--- src/apdr_pkg.sv ---
/*
 * apdr_pkg: constants for the two-channel converter phase-delay and hard-reset back end.
 * Assumes a single 25 MHz system clock; the modulator sample rate is a one-cycle enable.
 */
package apdr_pkg;
    // system clock and modulator sample tick
    localparam int unsigned CLK_HZ = 25_000_000;
    localparam int unsigned MOD_TICK_DIV = 25;              // 1 MHz modulator sample enable
    localparam int unsigned MOD_DIV_W = 5;
    // decimation ratio codes
    typedef enum logic [1:0] {APDR_OSR32, APDR_OSR64, APDR_OSR128, APDR_OSR256} apdr_osr_e;
    localparam logic [1:0] OSR_RESET = 2'h3;                 // ratio 256 after reset
    localparam logic [7:0] SKEW_RESET = 8'h00;
    localparam logic EXT_REF_RESET = 1'b0;
    localparam logic EXT_CLK_RESET = 1'b0;
    localparam int unsigned WIN_W = 9;                       // counts up to 256
    localparam int unsigned DATA_W = 24;
    localparam logic [3:0] CMP_RESET_PAT = 4'h3;             // comparator pattern 0011
    localparam logic [DATA_W-1:0] DATA_ZERO = 24'h000000;
endpackage

--- src/apdr_top.sv ---
/*
 * apdr_top: skew-controlled decimation windows, data-ready strobes, hard reset and
 * clock/reference source selection of a two-channel delta-sigma back end.
 * Assumes the modulator bitstreams arrive synchronous to clock, one bit per sample tick,
 * and that register writes come from the serial decoder as a strobe with address-decoded enables.
 */
`timescale 1ns/100ps
`default_nettype none
// Operation
// - skew code is signed eight-bit two's complement
// - channel 1 is reference; positive lags channel 0
// - same sampling instants; only channel 0 averaging shifts; the code shifts channel 1 instead for negative codes
// - delay equals code times modulator sample period
// - data-ready strobes offset by the skew
// - skew clamped to minus half to half-minus-one
// - sign bit position follows decimation ratio
// - skew written for 256 rescales automatically; the code only drops the bits above the sign
// - hard reset holds outputs at zero code
// - hard reset clears modulators, comparators 0011
// - hard reset clears filters and output buffers
// - hard reset restores configuration defaults
// - writes ignored while hard reset low
// - outputs released, clocks stopped during hard reset; the code stops only mod_tick, not analog_master_clock
// - strobes start by themselves after reset
// - external clock select bypasses crystal
// - external reference select turns reference pins input
// - strobe pulses per new channel result
module apdr_top (
    input wire logic clock,                       // 25 MHz system clock
    input wire logic reset_n,                     // power-on reset, active low
    input wire logic hard_reset_n,                // hard reset pin, active low
    input wire logic wr_en,                       // register write strobe
    input wire logic wr_skew_sel,                 // write targets channel skew setting
    input wire logic wr_cfg_sel,                  // write targets configuration
    input wire logic [7:0] wr_data,               // write data
    input wire logic crystal_clk_in,              // crystal oscillator clock level
    input wire logic ext_clk_in,                  // externally supplied clock level
    input wire logic mod_bit_ch0,                 // channel 0 modulator bitstream sample
    input wire logic mod_bit_ch1,                 // channel 1 modulator bitstream sample
    output logic [7:0] channel_skew_setting,      // skew register readback
    output logic [1:0] decimation_ratio,          // ratio code readback
    output logic external_ref_select,             // reference pins act as input
    output logic external_clock_select,           // crystal bypassed
    output logic analog_master_clock,             // selected master clock level
    output logic ref_out_en,                      // internal reference drives pins
    output logic [3:0] cmp_force_ch0,             // comparator output forcing, channel 0
    output logic [3:0] cmp_force_ch1,             // comparator output forcing, channel 1
    output logic [apdr_pkg::DATA_W-1:0] data_ch0, // channel 0 result
    output logic [apdr_pkg::DATA_W-1:0] data_ch1, // channel 1 result
    output logic data_ready_strobe_ch0,           // channel 0 new result pulse
    output logic data_ready_strobe_ch1,           // channel 1 new result pulse
    output logic data_ready_oe,                   // strobe pin enable
    output logic modulator_bitstream_out_ch0,     // channel 0 bitstream output
    output logic modulator_bitstream_out_ch1,     // channel 1 bitstream output
    output logic modulator_bitstream_oe           // bitstream pins enable
);
    import apdr_pkg::*;

    logic rst_s1_q, rst_s2_q, rst_n;
    logic hr_q;
    logic [MOD_DIV_W-1:0] div_q;
    logic mod_tick;
    logic [7:0] skew_q;
    logic [1:0] osr_q;
    logic ext_ref_q, ext_clk_q;
    logic [WIN_W-1:0] osr_len, ref_cnt_q, half_len;
    logic signed [WIN_W:0] skew_s, skew_c;
    logic [WIN_W-1:0] skew_mag;
    logic skew_neg;
    logic [WIN_W-1:0] acc0_q, acc1_q;
    logic end0, end1;
    logic [DATA_W-1:0] buf0_q, buf1_q;
    logic dr0_q, dr1_q;
    logic [WIN_W-1:0] off_q;
    logic lag_run_q;

    // reset release synchroniser
    always_ff @(posedge clock or negedge reset_n) begin
        if (!reset_n) begin
            rst_s1_q <= 1'b0;
            rst_s2_q <= 1'b0;
        end else begin
            rst_s1_q <= 1'b1;
            rst_s2_q <= rst_s1_q;
        end
    end
    assign rst_n = rst_s2_q;

    // hard reset state, registered once
    always_ff @(posedge clock or negedge rst_n) begin
        if (!rst_n) hr_q <= 1'b1;
        else hr_q <= ~hard_reset_n;
    end

    // modulator sample enable, stopped during hard reset
    always_ff @(posedge clock or negedge rst_n) begin
        if (!rst_n) begin
            div_q <= '0;
        end else if (hr_q) begin
            div_q <= '0;
        end else if (div_q == MOD_DIV_W'(MOD_TICK_DIV - 1)) begin
            div_q <= '0;
        end else begin
            div_q <= div_q + 1'b1;
        end
    end
    assign mod_tick = !hr_q && (div_q == MOD_DIV_W'(MOD_TICK_DIV - 1));

    // configuration registers, defaulted by hard reset, writes blocked meanwhile
    always_ff @(posedge clock or negedge rst_n) begin
        if (!rst_n) begin
            skew_q <= SKEW_RESET;
            osr_q <= OSR_RESET;
            ext_ref_q <= EXT_REF_RESET;
            ext_clk_q <= EXT_CLK_RESET;
        end else if (hr_q) begin
            skew_q <= SKEW_RESET;
            osr_q <= OSR_RESET;
            ext_ref_q <= EXT_REF_RESET;
            ext_clk_q <= EXT_CLK_RESET;
        end else if (wr_en && hard_reset_n) begin
            if (wr_skew_sel) skew_q <= wr_data;
            if (wr_cfg_sel) begin
                osr_q <= wr_data[1:0];
                ext_ref_q <= wr_data[2];
                ext_clk_q <= wr_data[3];
            end
        end
    end

    // source selection
    assign analog_master_clock = ext_clk_q ? ext_clk_in : crystal_clk_in;
    assign ref_out_en = !ext_ref_q;
    assign external_ref_select = ext_ref_q;
    assign external_clock_select = ext_clk_q;
    assign channel_skew_setting = skew_q;
    assign decimation_ratio = osr_q;

    // window length and skew field: the sign moves down to bit 4 plus the ratio code,
    // bit 0 keeps its weight and the bits above the sign are dropped, so a code written at ratio 256 must be rewritten
    always_comb begin
        unique case (apdr_osr_e'(osr_q))
            APDR_OSR32: begin
                osr_len = WIN_W'(32);
                skew_s = (WIN_W+1)'(signed'(skew_q[4:0]));
            end
            APDR_OSR64: begin
                osr_len = WIN_W'(64);
                skew_s = (WIN_W+1)'(signed'(skew_q[5:0]));
            end
            APDR_OSR128: begin
                osr_len = WIN_W'(128);
                skew_s = (WIN_W+1)'(signed'(skew_q[6:0]));
            end
            APDR_OSR256: begin
                osr_len = WIN_W'(256);
                skew_s = (WIN_W+1)'(signed'(skew_q));
            end
        endcase
        half_len = osr_len >> 1;
        // limit to -ratio/2 .. ratio/2-1
        if (skew_s > $signed({1'b0, half_len - 1'b1})) skew_c = $signed({1'b0, half_len - 1'b1});
        else if (skew_s < -$signed({1'b0, half_len})) skew_c = -$signed({1'b0, half_len});
        else skew_c = skew_s;
        skew_neg = skew_c[WIN_W];
        skew_mag = skew_neg ? WIN_W'(-skew_c) : WIN_W'(skew_c);
    end

    // shared window counter: the leading channel ends at its wrap, the lagging channel is offset by skew
    // the counter also wraps early when a ratio change leaves it past the new window
    always_ff @(posedge clock or negedge rst_n) begin
        if (!rst_n) begin
            ref_cnt_q <= '0;
            off_q <= '0;
            lag_run_q <= 1'b0;
        end else if (hr_q) begin
            ref_cnt_q <= '0;
            off_q <= '0;
            lag_run_q <= 1'b0;
        end else if (mod_tick) begin
            ref_cnt_q <= (ref_cnt_q >= osr_len - 1'b1) ? '0 : ref_cnt_q + 1'b1;
            // first lagging window starts skew_mag ticks after the leading one;
            // >= so that a smaller skew written meanwhile cannot stall the start
            if (!lag_run_q) begin
                if (off_q >= skew_mag) begin
                    lag_run_q <= 1'b1;
                end else begin
                    off_q <= off_q + 1'b1;
                end
            end
        end
    end

    // leading channel ends at the counter wrap; lagging one skew_mag ticks later,
    // taken from the live skew so a new setting moves the very next lagging end
    always_comb begin
        logic lead_end, lag_end, lag_hit;
        lead_end = mod_tick && (ref_cnt_q >= osr_len - 1'b1);
        lag_hit = (skew_mag == '0) ? (ref_cnt_q >= osr_len - 1'b1) : (ref_cnt_q == skew_mag - 1'b1);
        lag_end = mod_tick && lag_run_q && lag_hit;
        end1 = skew_neg ? lag_end : lead_end;
        end0 = skew_neg ? lead_end : lag_end;
    end

    // averaging of modulator ones over each window (simplified filter)
    always_ff @(posedge clock or negedge rst_n) begin
        if (!rst_n) begin
            acc0_q <= '0;
            acc1_q <= '0;
        end else if (hr_q) begin
            acc0_q <= '0;
            acc1_q <= '0;
        end else if (mod_tick) begin
            acc1_q <= end1 ? '0 : acc1_q + WIN_W'(mod_bit_ch1);
            acc0_q <= end0 ? '0 : acc0_q + WIN_W'(mod_bit_ch0);
        end
    end

    // output buffers and data-ready strobes
    always_ff @(posedge clock or negedge rst_n) begin
        if (!rst_n) begin
            buf0_q <= DATA_ZERO;
            buf1_q <= DATA_ZERO;
            dr0_q <= 1'b0;
            dr1_q <= 1'b0;
        end else if (hr_q) begin
            buf0_q <= DATA_ZERO;
            buf1_q <= DATA_ZERO;
            dr0_q <= 1'b0;
            dr1_q <= 1'b0;
        end else begin
            dr0_q <= end0;
            dr1_q <= end1;
            if (end0) buf0_q <= {acc0_q + WIN_W'(mod_bit_ch0), {(DATA_W-WIN_W){1'b0}}};
            if (end1) buf1_q <= {acc1_q + WIN_W'(mod_bit_ch1), {(DATA_W-WIN_W){1'b0}}};
        end
    end

    // pin outputs: strobe and bitstream pins released while hard reset is low, data held at zero, comparators forced
    assign data_ch0 = buf0_q;
    assign data_ch1 = buf1_q;
    assign data_ready_strobe_ch0 = dr0_q;
    assign data_ready_strobe_ch1 = dr1_q;
    assign data_ready_oe = !hr_q;
    assign modulator_bitstream_out_ch0 = hr_q ? 1'b0 : mod_bit_ch0;
    assign modulator_bitstream_out_ch1 = hr_q ? 1'b0 : mod_bit_ch1;
    assign modulator_bitstream_oe = !hr_q;
    assign cmp_force_ch0 = hr_q ? CMP_RESET_PAT : 4'h0;
    assign cmp_force_ch1 = hr_q ? CMP_RESET_PAT : 4'h0;
endmodule
`default_nettype wire

--- config.mk ---
export PLATFORM = sky130hd
export DESIGN_NAME = apdr_top
export DESIGN_NICKNAME = d
export VERILOG_FILES = /design/src/apdr_pkg.sv /design/src/apdr_top.sv
export SDC_FILE = /design/constraint.sdc
export NUM_CORES = 1
export LEC_CHECK = 0
export BUFFER_PORTS_ARGS = -buffer_cell sky130_fd_sc_hd__buf_2
export CORE_MARGIN = 2
export CORE_UTILIZATION = 54
export CTS_BUF_LIST = sky130_fd_sc_hd__clkbuf_4
export CTS_CLUSTER_DIAMETER = 40
export CTS_CLUSTER_SIZE = 24
export DETAILED_ROUTE_END_ITERATION = 7
export PLACE_DENSITY = 0.8
export SYNTH_ARGS = -nofsm -noshare
export SYNTH_HDL_FRONTEND = slang
export SYNTH_SLANG_ARGS = --single-unit
--- constraint.sdc ---
create_clock -name clock -period 2.2 [get_ports clock]
set_input_delay 0.11 -clock clock [delete_from_list [all_inputs] [get_ports clock]]
set_output_delay 0.11 -clock clock [all_outputs]
set_load 0.1 [all_outputs]
# Yosys cells after proc, flatten, opt, wreduce, memory -nomap -nowiden
# Index checks and enable logic that the tools add are counted.
[op_classes]
muxes = 49
n_reduce_logical = 18
order_cmp = 4
n_addsub = 10
n_bitwise = 1
eq_ne = 7
[op_table]
columns = ["operator", "count"]
rows = [
  ["$mux 9", 14],
  ["$mux 24", 4],
  ["$pmux 10 s4", 1],
  ["$pmux 9 s4", 1],
  ["$mux 8", 3],
  ["$mux 10", 2],
  ["$add 9x1->9", 2],
  ["$add 9x1->9 const B", 2],
  ["$ge 9x9->1", 2],
  ["$mux 1", 18],
  ["$sub 9x1->9 const B", 2],
  ["$reduce_bool 2->1", 6],
  ["$gt 10x10->1", 1],
  ["$lt 10x10->1", 1],
  ["$mux 5", 2],
  ["$neg 8->10", 1],
  ["$eq 9x9->1", 1],
  ["$logic_not 9->1", 1],
  ["$neg 9->9", 1],
  ["$sub 8x1->9 const B", 1],
  ["$mux 2", 4],
  ["$add 5x1->5 const B", 1],
  ["$eq 5x5->1 const B", 1],
  ["$logic_and 1x1->1", 5],
  ["other kinds (8)", 12],
]
[word_totals]
in_bits = 18
ff_bits = 107
wordCells = 106

# Depth between registers and ports, before layout
[logic_depth]
depth_word = 16
ltp_mapped = 25
depth_no_buf = 22

# Worst setup path before layout
# Ideal clock, no wire load.
[synth_timing]
path_kind = "reg2reg"
start = "register skew_q[4] (netlist: channel_skew_setting[4])"
end = "register off_q[7]"
path_buffers = 2
t_required_ns = 2.075
path_stages_with_launch = 24
setup_time_ns = 0.125
synth_period_minus_slack_ns = 5.824
setup_slack_ns = -3.624
arrival_ns = 5.700
cell_sequence = "dfrtp_1 > mux2_4 > mux2i_4 > inv_4 > buf_2 > ha_1 > or3b_2 > nand2_1 > o31ai_4 > buf_4 > a21oi_1 > ha_1 > inv_1 > a31oi_1 > o21ai_0 > nor3_1 > nor2_1 > xnor2_1 > ha_1 > o211ai_1 > a31oi_1 > nor2_1 > o211ai_1 > mux2_2"
[synth_between]
elab_chain_len = 9
word_cells_on_any_way = 10
classes_between = "1 x add/sub; 3 x order compare; 1 x eq/ne; 4 x mux; 1 x reduce/logical"
[synth_lines]
columns = ["element", "line", "text"]
rows = [
  ["from (decl)", "apdr_top.sv:63", "logic [7:0] skew_q;"],
  ["from (signal assigned)", "apdr_top.sv:122", "if (wr_skew_sel) skew_q <= wr_data;"],
  ["$pmux 10 s4 *", "apdr_top.sv:142", "unique case (apdr_osr_e'(osr_q))"],
  ["$lt 10x10->1", "apdr_top.sv:163", "else if (skew_s < -$signed({1'b0, half_len})) skew_c = -$signed({1'b0, half_len});"],
  ["$mux 10", "apdr_top.sv:163", ""],
  ["$mux 10 *", "apdr_top.sv:162", "if (skew_s > $signed({1'b0, half_len - 1'b1})) skew_c = $signed({1'b0, half_len - 1'b1});"],
  ["$neg 9->9", "apdr_top.sv:166", "skew_mag = skew_neg ? WIN_W'(-skew_c) : WIN_W'(skew_c);"],
  ["$mux 9 *", "apdr_top.sv:166", ""],
  ["$ge 9x9->1 *", "apdr_top.sv:185", "if (off_q >= skew_mag) begin"],
  ["$ne 2x2->1 (no source line) *", "n/a", ""],
  ["$reduce_and 3->1 (no source line) *", "n/a", ""],
  ["to (signal assigned)", "apdr_top.sv:188", "off_q <= off_q + 1'b1;"],
  ["to (decl)", "apdr_top.sv:74", "logic [WIN_W-1:0] off_q;"],
]
# Mark *: on every way between the ends. The rest lies on a longest branch, timed or not. The select of a mux whose other input is x is not followed.
# A chain may end at the register's enable or synchronous reset.

# Worst setup path after layout
[layout_timing]
start = "register osr_q[0] (netlist: decimation_ratio[0])"
end = "register acc0_q[5]"
[layout_between]
elab_chain_len = 16
word_cells_on_any_way = 26
classes_between = "5 x add/sub; 3 x order compare; 4 x eq/ne; 10 x mux; 4 x reduce/logical"
[layout_lines]
columns = ["element", "line", "text"]
rows = [
  ["from (decl)", "apdr_top.sv:64", "logic [1:0] osr_q;"],
  ["from (signal assigned)", "apdr_top.sv:124", "osr_q <= wr_data[1:0];"],
  ["$eq 2x2->1, or another cell as far along", "apdr_top.sv:142", ""],
  ["$pmux 9 s4", "apdr_top.sv:142", ""],
  ["$neg 8->10", "apdr_top.sv:163", ""],
  ["$lt 10x10->1", "apdr_top.sv:163", ""],
  ["$mux 10", "apdr_top.sv:163", ""],
  ["$mux 10", "apdr_top.sv:162", ""],
  ["$neg 9->9", "apdr_top.sv:166", ""],
  ["$mux 9", "apdr_top.sv:166", ""],
  ["$sub 9x1->9", "apdr_top.sv:199", "lag_hit = (skew_mag == '0) ? (ref_cnt_q >= osr_len - 1'b1) : (ref_cnt_q == skew_mag - 1'b1);"],
  ["$eq 9x9->1", "apdr_top.sv:199", ""],
  ["$mux 1", "apdr_top.sv:199", ""],
  ["$logic_and 1x1->1", "apdr_top.sv:200", "lag_end = mod_tick && lag_run_q && lag_hit;"],
  ["$mux 1 *", "apdr_top.sv:202", "end0 = skew_neg ? lead_end : lag_end;"],
  ["$mux 9 *", "apdr_top.sv:215", "acc0_q <= end0 ? '0 : acc0_q + WIN_W'(mod_bit_ch0);"],
  ["$mux 9 *", "apdr_top.sv:213", "end else if (mod_tick) begin"],
  ["$mux 9 *", "apdr_top.sv:210", "end else if (hr_q) begin"],
  ["to (signal assigned)", "apdr_top.sv:215", ""],
  ["to (decl)", "apdr_top.sv:70", "logic [WIN_W-1:0] acc0_q, acc1_q;"],
]
# Marked as above.

==> reports/results.md <==
| Quantity | Value | Unit |
|---|---|---|
| Result of the run | finished with violations | - |
| Violations in the final reports | negative setup slack | - |
| X dimension of the die | 108 | um |
| Max-Slew Margin vs Limit | 58.7 | % |
| Most used DFF post-synth | sky130_fd_sc_hd__dfrtp_1 | - |
| CTS buffer count | 9 | - |
| Starting density of the core | 55.8 | % |
| Required arrival time at the worst endpoint | 2.58 | ns |
| Part of the cycle the worst path needs | 225 | % |
| Setup repair after global routing missed its margin | yes | - |
| Setup crit end kind | register | - |
| GRT Overall Usage | 32.7 | % |
| Clock tree from TritonCTS | done | - |
| Slew at the pin with the worst max-slew slack | 0.613 | ns |
| Hold crit path type | in -> reg | - |
| Gp weighted congestion | 1.00 | - |
| Total power of the final layout | 0.00388 | W |
| Number of sinks on the clock net | 77 | - |
| Via count of the first global-routing pass | 6114 | - |
| Total half-perimeter wirelength after legalization and detailed placement | 11900 | um |
| Worst Hold Launch | mod_bit_ch0 | - |
| Crit Path Max Fanout | 6 | - |
| Total of endpoints with negative setup slack in the final report | 57 | - |
| Average cell area after synthesis | 8.80 | um^2 |
| Total iterations of the first detailed-routing run | 6 | - |
| Average wire per cell in the routed design | 19.4 | um |
| Core Footprint | 10400 | um^2 |
| Fillers | 614 | - |
| Remaining Overflow, GRT | 0 | - |
| Post-detailed-routing wire length | 19300 | um |
| Area leader, netlist | sky130_fd_sc_hd__dfrtp_1 | - |
| Power Dens Cells | 485 | nW/um^2 |
| Remaining design rule violation count | 0 | - |
| Via total after detailed routing | 6141 | - |
| Synth warn | 0 | - |
| Final hold violation count | 0 | - |
| Worst Clk Skew | 0.0224 | ns |
| R2R setup slack | -2.75 | ns |
| Static leakage | 3.85 | nW |
| Startpoint type of the worst setup path | register | - |
| Number of enable flip-flop cells after synthesis | 0 | - |
| Max-cap violations | 0 | - |
| Endpoint of the most critical setup path | acc0_q[5]$_DFFE_PN0P_ | - |
| Number of cells on the worst hold path | 3 | - |
| Peak Freq | 202 | MHz |
| Worst voltage drop across the vdd grid | 0.000489 | V |
| Cell area after synthesis | 5790 | um^2 |
| Proportion of register bits with asynchronous set or reset after synthesis | 100 | % |
| Critical path data arrival time | 5.33 | ns |
| Pre-CTS setup slack | -2.79 | ns |
| Maximum clock path buffer count | 2 | - |
| Clock tree root driver cell | sky130_fd_sc_hd__clkbuf_4 | - |
| DR iter-0 viols | 757 | - |
| First-pass GRT wire length | 29800 | um |
| Worst skew pair latency | 0.47 | ns |
| Worst setup path class | reg -> reg | - |
| CTS H-tree lvls | 3 | - |
| Cells taking the most area after synthesis | sky130_fd_sc_hd__dfrtp_1 (32%), sky130_fd_sc_hd__ha_1 (6.5%), sky130_fd_sc_hd__buf_4 (5.2%), sky130_fd_sc_hd__nor2_1 (3.6%), sky130_fd_sc_hd__nand2_1 (3.4%) | - |
| P&R area growth vs syn | 38.0 | % |
| Fraction of final layout cells sized beyond drive strength 1 | 39.0 | % |
| Number of antenna violations at the first check in global routing | 1 | - |
| Number of nets in the finished design | 900 | - |
| Sequential-to-total area share from yosys stat | 33.3 | % |
| Syn Inst Count | 658 | - |
| Reg2Reg Depth | 24 | - |
| Unique masters post-synth | 80 | - |
| Residual antenna-violating net count after detailed routing | 0 | - |
| Synth top area share | 32.0 | % |
| Number of synthesized register bits | 77 | - |
| Drt via density | 6.18 | - |
| Max-slew violations | 0 | - |
| Crit path from | decimation_ratio[0]$_DFFE_PN1P_ | - |
| Worst flop-to-flop path endpoint | acc0_q[5]$_DFFE_PN0P_ | - |
| Post-route minimum period | 4.95 | ns |
| Total Die Area | 11600 | um^2 |
| Pin count of the biggest net entering global routing | 76 | - |
| Number of I/O port buffers | 59 | - |
| Cell Rows | 37 | - |
| Source of the worst register-to-register timing path | decimation_ratio[0]$_DFFE_PN1P_ | - |
| Io pins | 94 | - |
| Clk pin slew, worst setup/hold paths | 0.15 | ns |
| Die height | 108 | um |
| Slack of the critical path | -2.75 | ns |
## metrics by stage
step                      TNS, ns  utilization, %  std cells  hold WS [ns]  area, um^2
after floorplan           -126.53               -        693        -0.186        6110
after global placement    -126.40            68.0        942        -0.105        7050
after detailed placement  -134.55            68.0        942        -0.104        7050
after CTS                 -122.70            75.3        987        0.0393        7810
after global routing      -137.05            77.1        994        0.0565        7990
final                     -130.65            77.1        994        0.0591        7990
## power breakdown
| part | total (W) | switching (W) | leakage (nW) | internal, W |
|---|---|---|---|---|
| clock network | 0.00106 | 0.000588 | 0.0886 | 0.000476 |
| registers | 0.00148 | 0.0000321 | 1.04 | 0.00145 |
| logic | 0.00134 | 0.000886 | 2.72 | 0.000449 |
| total | 0.00388 | 0.00151 | 3.85 | 0.00237 |
## final cells by class
type	count	area [um^2]	area share (%)
clock buffers	9	67.6	0.845
multi-input cells	519	3980	49.7
well taps	136	170	2.13
repair buffers	218	1620	20.2
clock inverters	7	105	1.32
inverters	27	111	1.39
flip-flops and latches	77	1940	24.3
diodes	1	2.50	0.0313
## metal layers
layer / routed length, um / up-vias / track usage [%]
met4: 957 / 0 / 17.7
met2: 9160 / 423 / 53.1
met3: 1690 / 108 / 6.84
met5: 0 / - / 0
met1: 7450 / 2896 / 40.8
li1: - / 2714 / -
## kinds of logic (layout without fill, tap and decap cells)
group	after synthesis	after routing	synth area share [%]
and+or+nand+nor	254	255	22.6
AOI/OAI and AO/OA	146	146	18.5
buffers and inverters	98	261	9.40
DFF	77	77	33.3
adders and majority gates	30	30	6.48
xor gates and xnor gates	27	27	4.95
muxes	24	24	4.58
other	2	38	0.130
## registers in the layout, indices dropped and copies added (netlist names)
register,flops
acc0_q,9
acc1_q,9
channel_skew_setting,8
data_ch0,9
data_ch1,9
data_ready_strobe_ch0,1
data_ready_strobe_ch1,1
decimation_ratio,2
div_q,5
external_clock_select,1
external_ref_select,1
hr_q,1
lag_run_q,1
off_q,9
ref_cnt_q,9
rst_n,1
rst_s1_q,1
## worst max-delay path, stage by stage, from the launching register on
cell	delay, ns
sky130_fd_sc_hd__dfstp_4	0.65
sky130_fd_sc_hd__mux2_4	0.32
sky130_fd_sc_hd__nor2_4	0.14
sky130_fd_sc_hd__nor2b_4	0.06
sky130_fd_sc_hd__ha_4	0.29
sky130_fd_sc_hd__and4_1	0.25
sky130_fd_sc_hd__and4_4	0.26
sky130_fd_sc_hd__nor3_4	0.06
sky130_fd_sc_hd__a21oi_4	0.15
sky130_fd_sc_hd__ha_4	0.21
sky130_fd_sc_hd__o21ai_2	0.07
sky130_fd_sc_hd__buf_4	0.13
sky130_fd_sc_hd__nor3_2	0.09
sky130_fd_sc_hd__a21oi_1	0.07
sky130_fd_sc_hd__o21ai_1	0.19
sky130_fd_sc_hd__o21ai_2	0.08
sky130_fd_sc_hd__o32a_1	0.35
sky130_fd_sc_hd__nor4_2	0.25
sky130_fd_sc_hd__and4b_1	0.26
sky130_fd_sc_hd__buf_6	0.12
sky130_fd_sc_hd__o211ai_1	0.19
sky130_fd_sc_hd__buf_4	0.17
sky130_fd_sc_hd__buf_8	0.13
sky130_fd_sc_hd__o211ai_1	0.13
sky130_fd_sc_hd__a21oi_1	0.20
## worst min path at each step
stage / end / slack, ns
global route: acc0_q[0]$_DFFE_PN0P_ / 0.06
detailed placement: rst_s1_q$_DFF_PN0_ / -0.10
floorplan: rst_n$_DFF_PN0_ / -0.19
finish: acc0_q[0]$_DFFE_PN0P_ / 0.06
CTS: acc0_q[0]$_DFFE_PN0P_ / 0.04
global placement: rst_s1_q$_DFF_PN0_ / -0.10
## cell usage after synthesis (3+ instances only)
| cell type | number |
|---|---|
| sky130_fd_sc_hd__dfrtp_1 | 74 |
| sky130_fd_sc_hd__and2_1 | 10 |
| sky130_fd_sc_hd__nand2_1 | 52 |
| sky130_fd_sc_hd__buf_2 | 7 |
| sky130_fd_sc_hd__o22ai_1 | 5 |
| sky130_fd_sc_hd__nand4_1 | 9 |
| sky130_fd_sc_hd__nor2b_1 | 13 |
| sky130_fd_sc_hd__a21o_1 | 7 |
| sky130_fd_sc_hd__inv_1 | 26 |
| sky130_fd_sc_hd__a211oi_1 | 5 |
| sky130_fd_sc_hd__nor2_1 | 56 |
| sky130_fd_sc_hd__o311a_1 | 4 |
| sky130_fd_sc_hd__nand2b_1 | 8 |
| sky130_fd_sc_hd__xnor2_1 | 17 |
| sky130_fd_sc_hd__ha_1 | 30 |
| sky130_fd_sc_hd__a31oi_1 | 4 |
| sky130_fd_sc_hd__a21boi_0 | 6 |
| sky130_fd_sc_hd__mux2i_1 | 16 |
| sky130_fd_sc_hd__clkbuf_1 | 20 |
| sky130_fd_sc_hd__nor4_1 | 10 |
| sky130_fd_sc_hd__and4_1 | 5 |
| sky130_fd_sc_hd__buf_4 | 40 |
| sky130_fd_sc_hd__nand3_1 | 26 |
| sky130_fd_sc_hd__xor2_1 | 6 |
| sky130_fd_sc_hd__nand3b_1 | 3 |
| sky130_fd_sc_hd__and3_1 | 4 |
| sky130_fd_sc_hd__o211ai_1 | 15 |
| sky130_fd_sc_hd__nor3_1 | 33 |
| sky130_fd_sc_hd__o31ai_1 | 4 |
| sky130_fd_sc_hd__o21a_1 | 3 |
| sky130_fd_sc_hd__or2_2 | 4 |
| sky130_fd_sc_hd__or3_1 | 3 |
| sky130_fd_sc_hd__a21oi_1 | 29 |
| sky130_fd_sc_hd__dfstp_2 | 3 |
| sky130_fd_sc_hd__a31o_1 | 6 |
| sky130_fd_sc_hd__mux2_2 | 5 |
| sky130_fd_sc_hd__a32o_1 | 9 |
| sky130_fd_sc_hd__o21ai_0 | 23 |
## layout by cell type, fill, tap and decap left out, types with 10 or more instances in the layout
master / Yosys / layout
sky130_fd_sc_hd__nor2b_1: 13 / 10
sky130_fd_sc_hd__nand2_1: 52 / 51
sky130_fd_sc_hd__buf_2: 7 / 59
sky130_fd_sc_hd__ha_4: 0 / 10
sky130_fd_sc_hd__mux2i_1: 16 / 16
sky130_fd_sc_hd__conb_1: 2 / 37
sky130_fd_sc_hd__dlygate4sd3_1: 0 / 11
sky130_fd_sc_hd__inv_1: 26 / 20
sky130_fd_sc_hd__nand3_1: 26 / 25
sky130_fd_sc_hd__nor2_1: 56 / 52
sky130_fd_sc_hd__o21ai_1: 0 / 10
sky130_fd_sc_hd__o211ai_1: 15 / 15
sky130_fd_sc_hd__ha_1: 30 / 20
sky130_fd_sc_hd__buf_6: 2 / 21
sky130_fd_sc_hd__xnor2_1: 17 / 16
sky130_fd_sc_hd__buf_4: 40 / 125
sky130_fd_sc_hd__nor3_1: 33 / 27
sky130_fd_sc_hd__a21oi_1: 29 / 21
sky130_fd_sc_hd__dfrtp_1: 74 / 69
## repair_timing
item                                    CTS  global route
pin swaps                                52            15
endpoints found under the hold margin    15             0
gates cloned                              3             0
endpoints found under the setup margin   57            60
setup buffers                            20             6
resized for setup                        88            29
hold buffers                             11             0
Power figures use the tool's default switching activity.
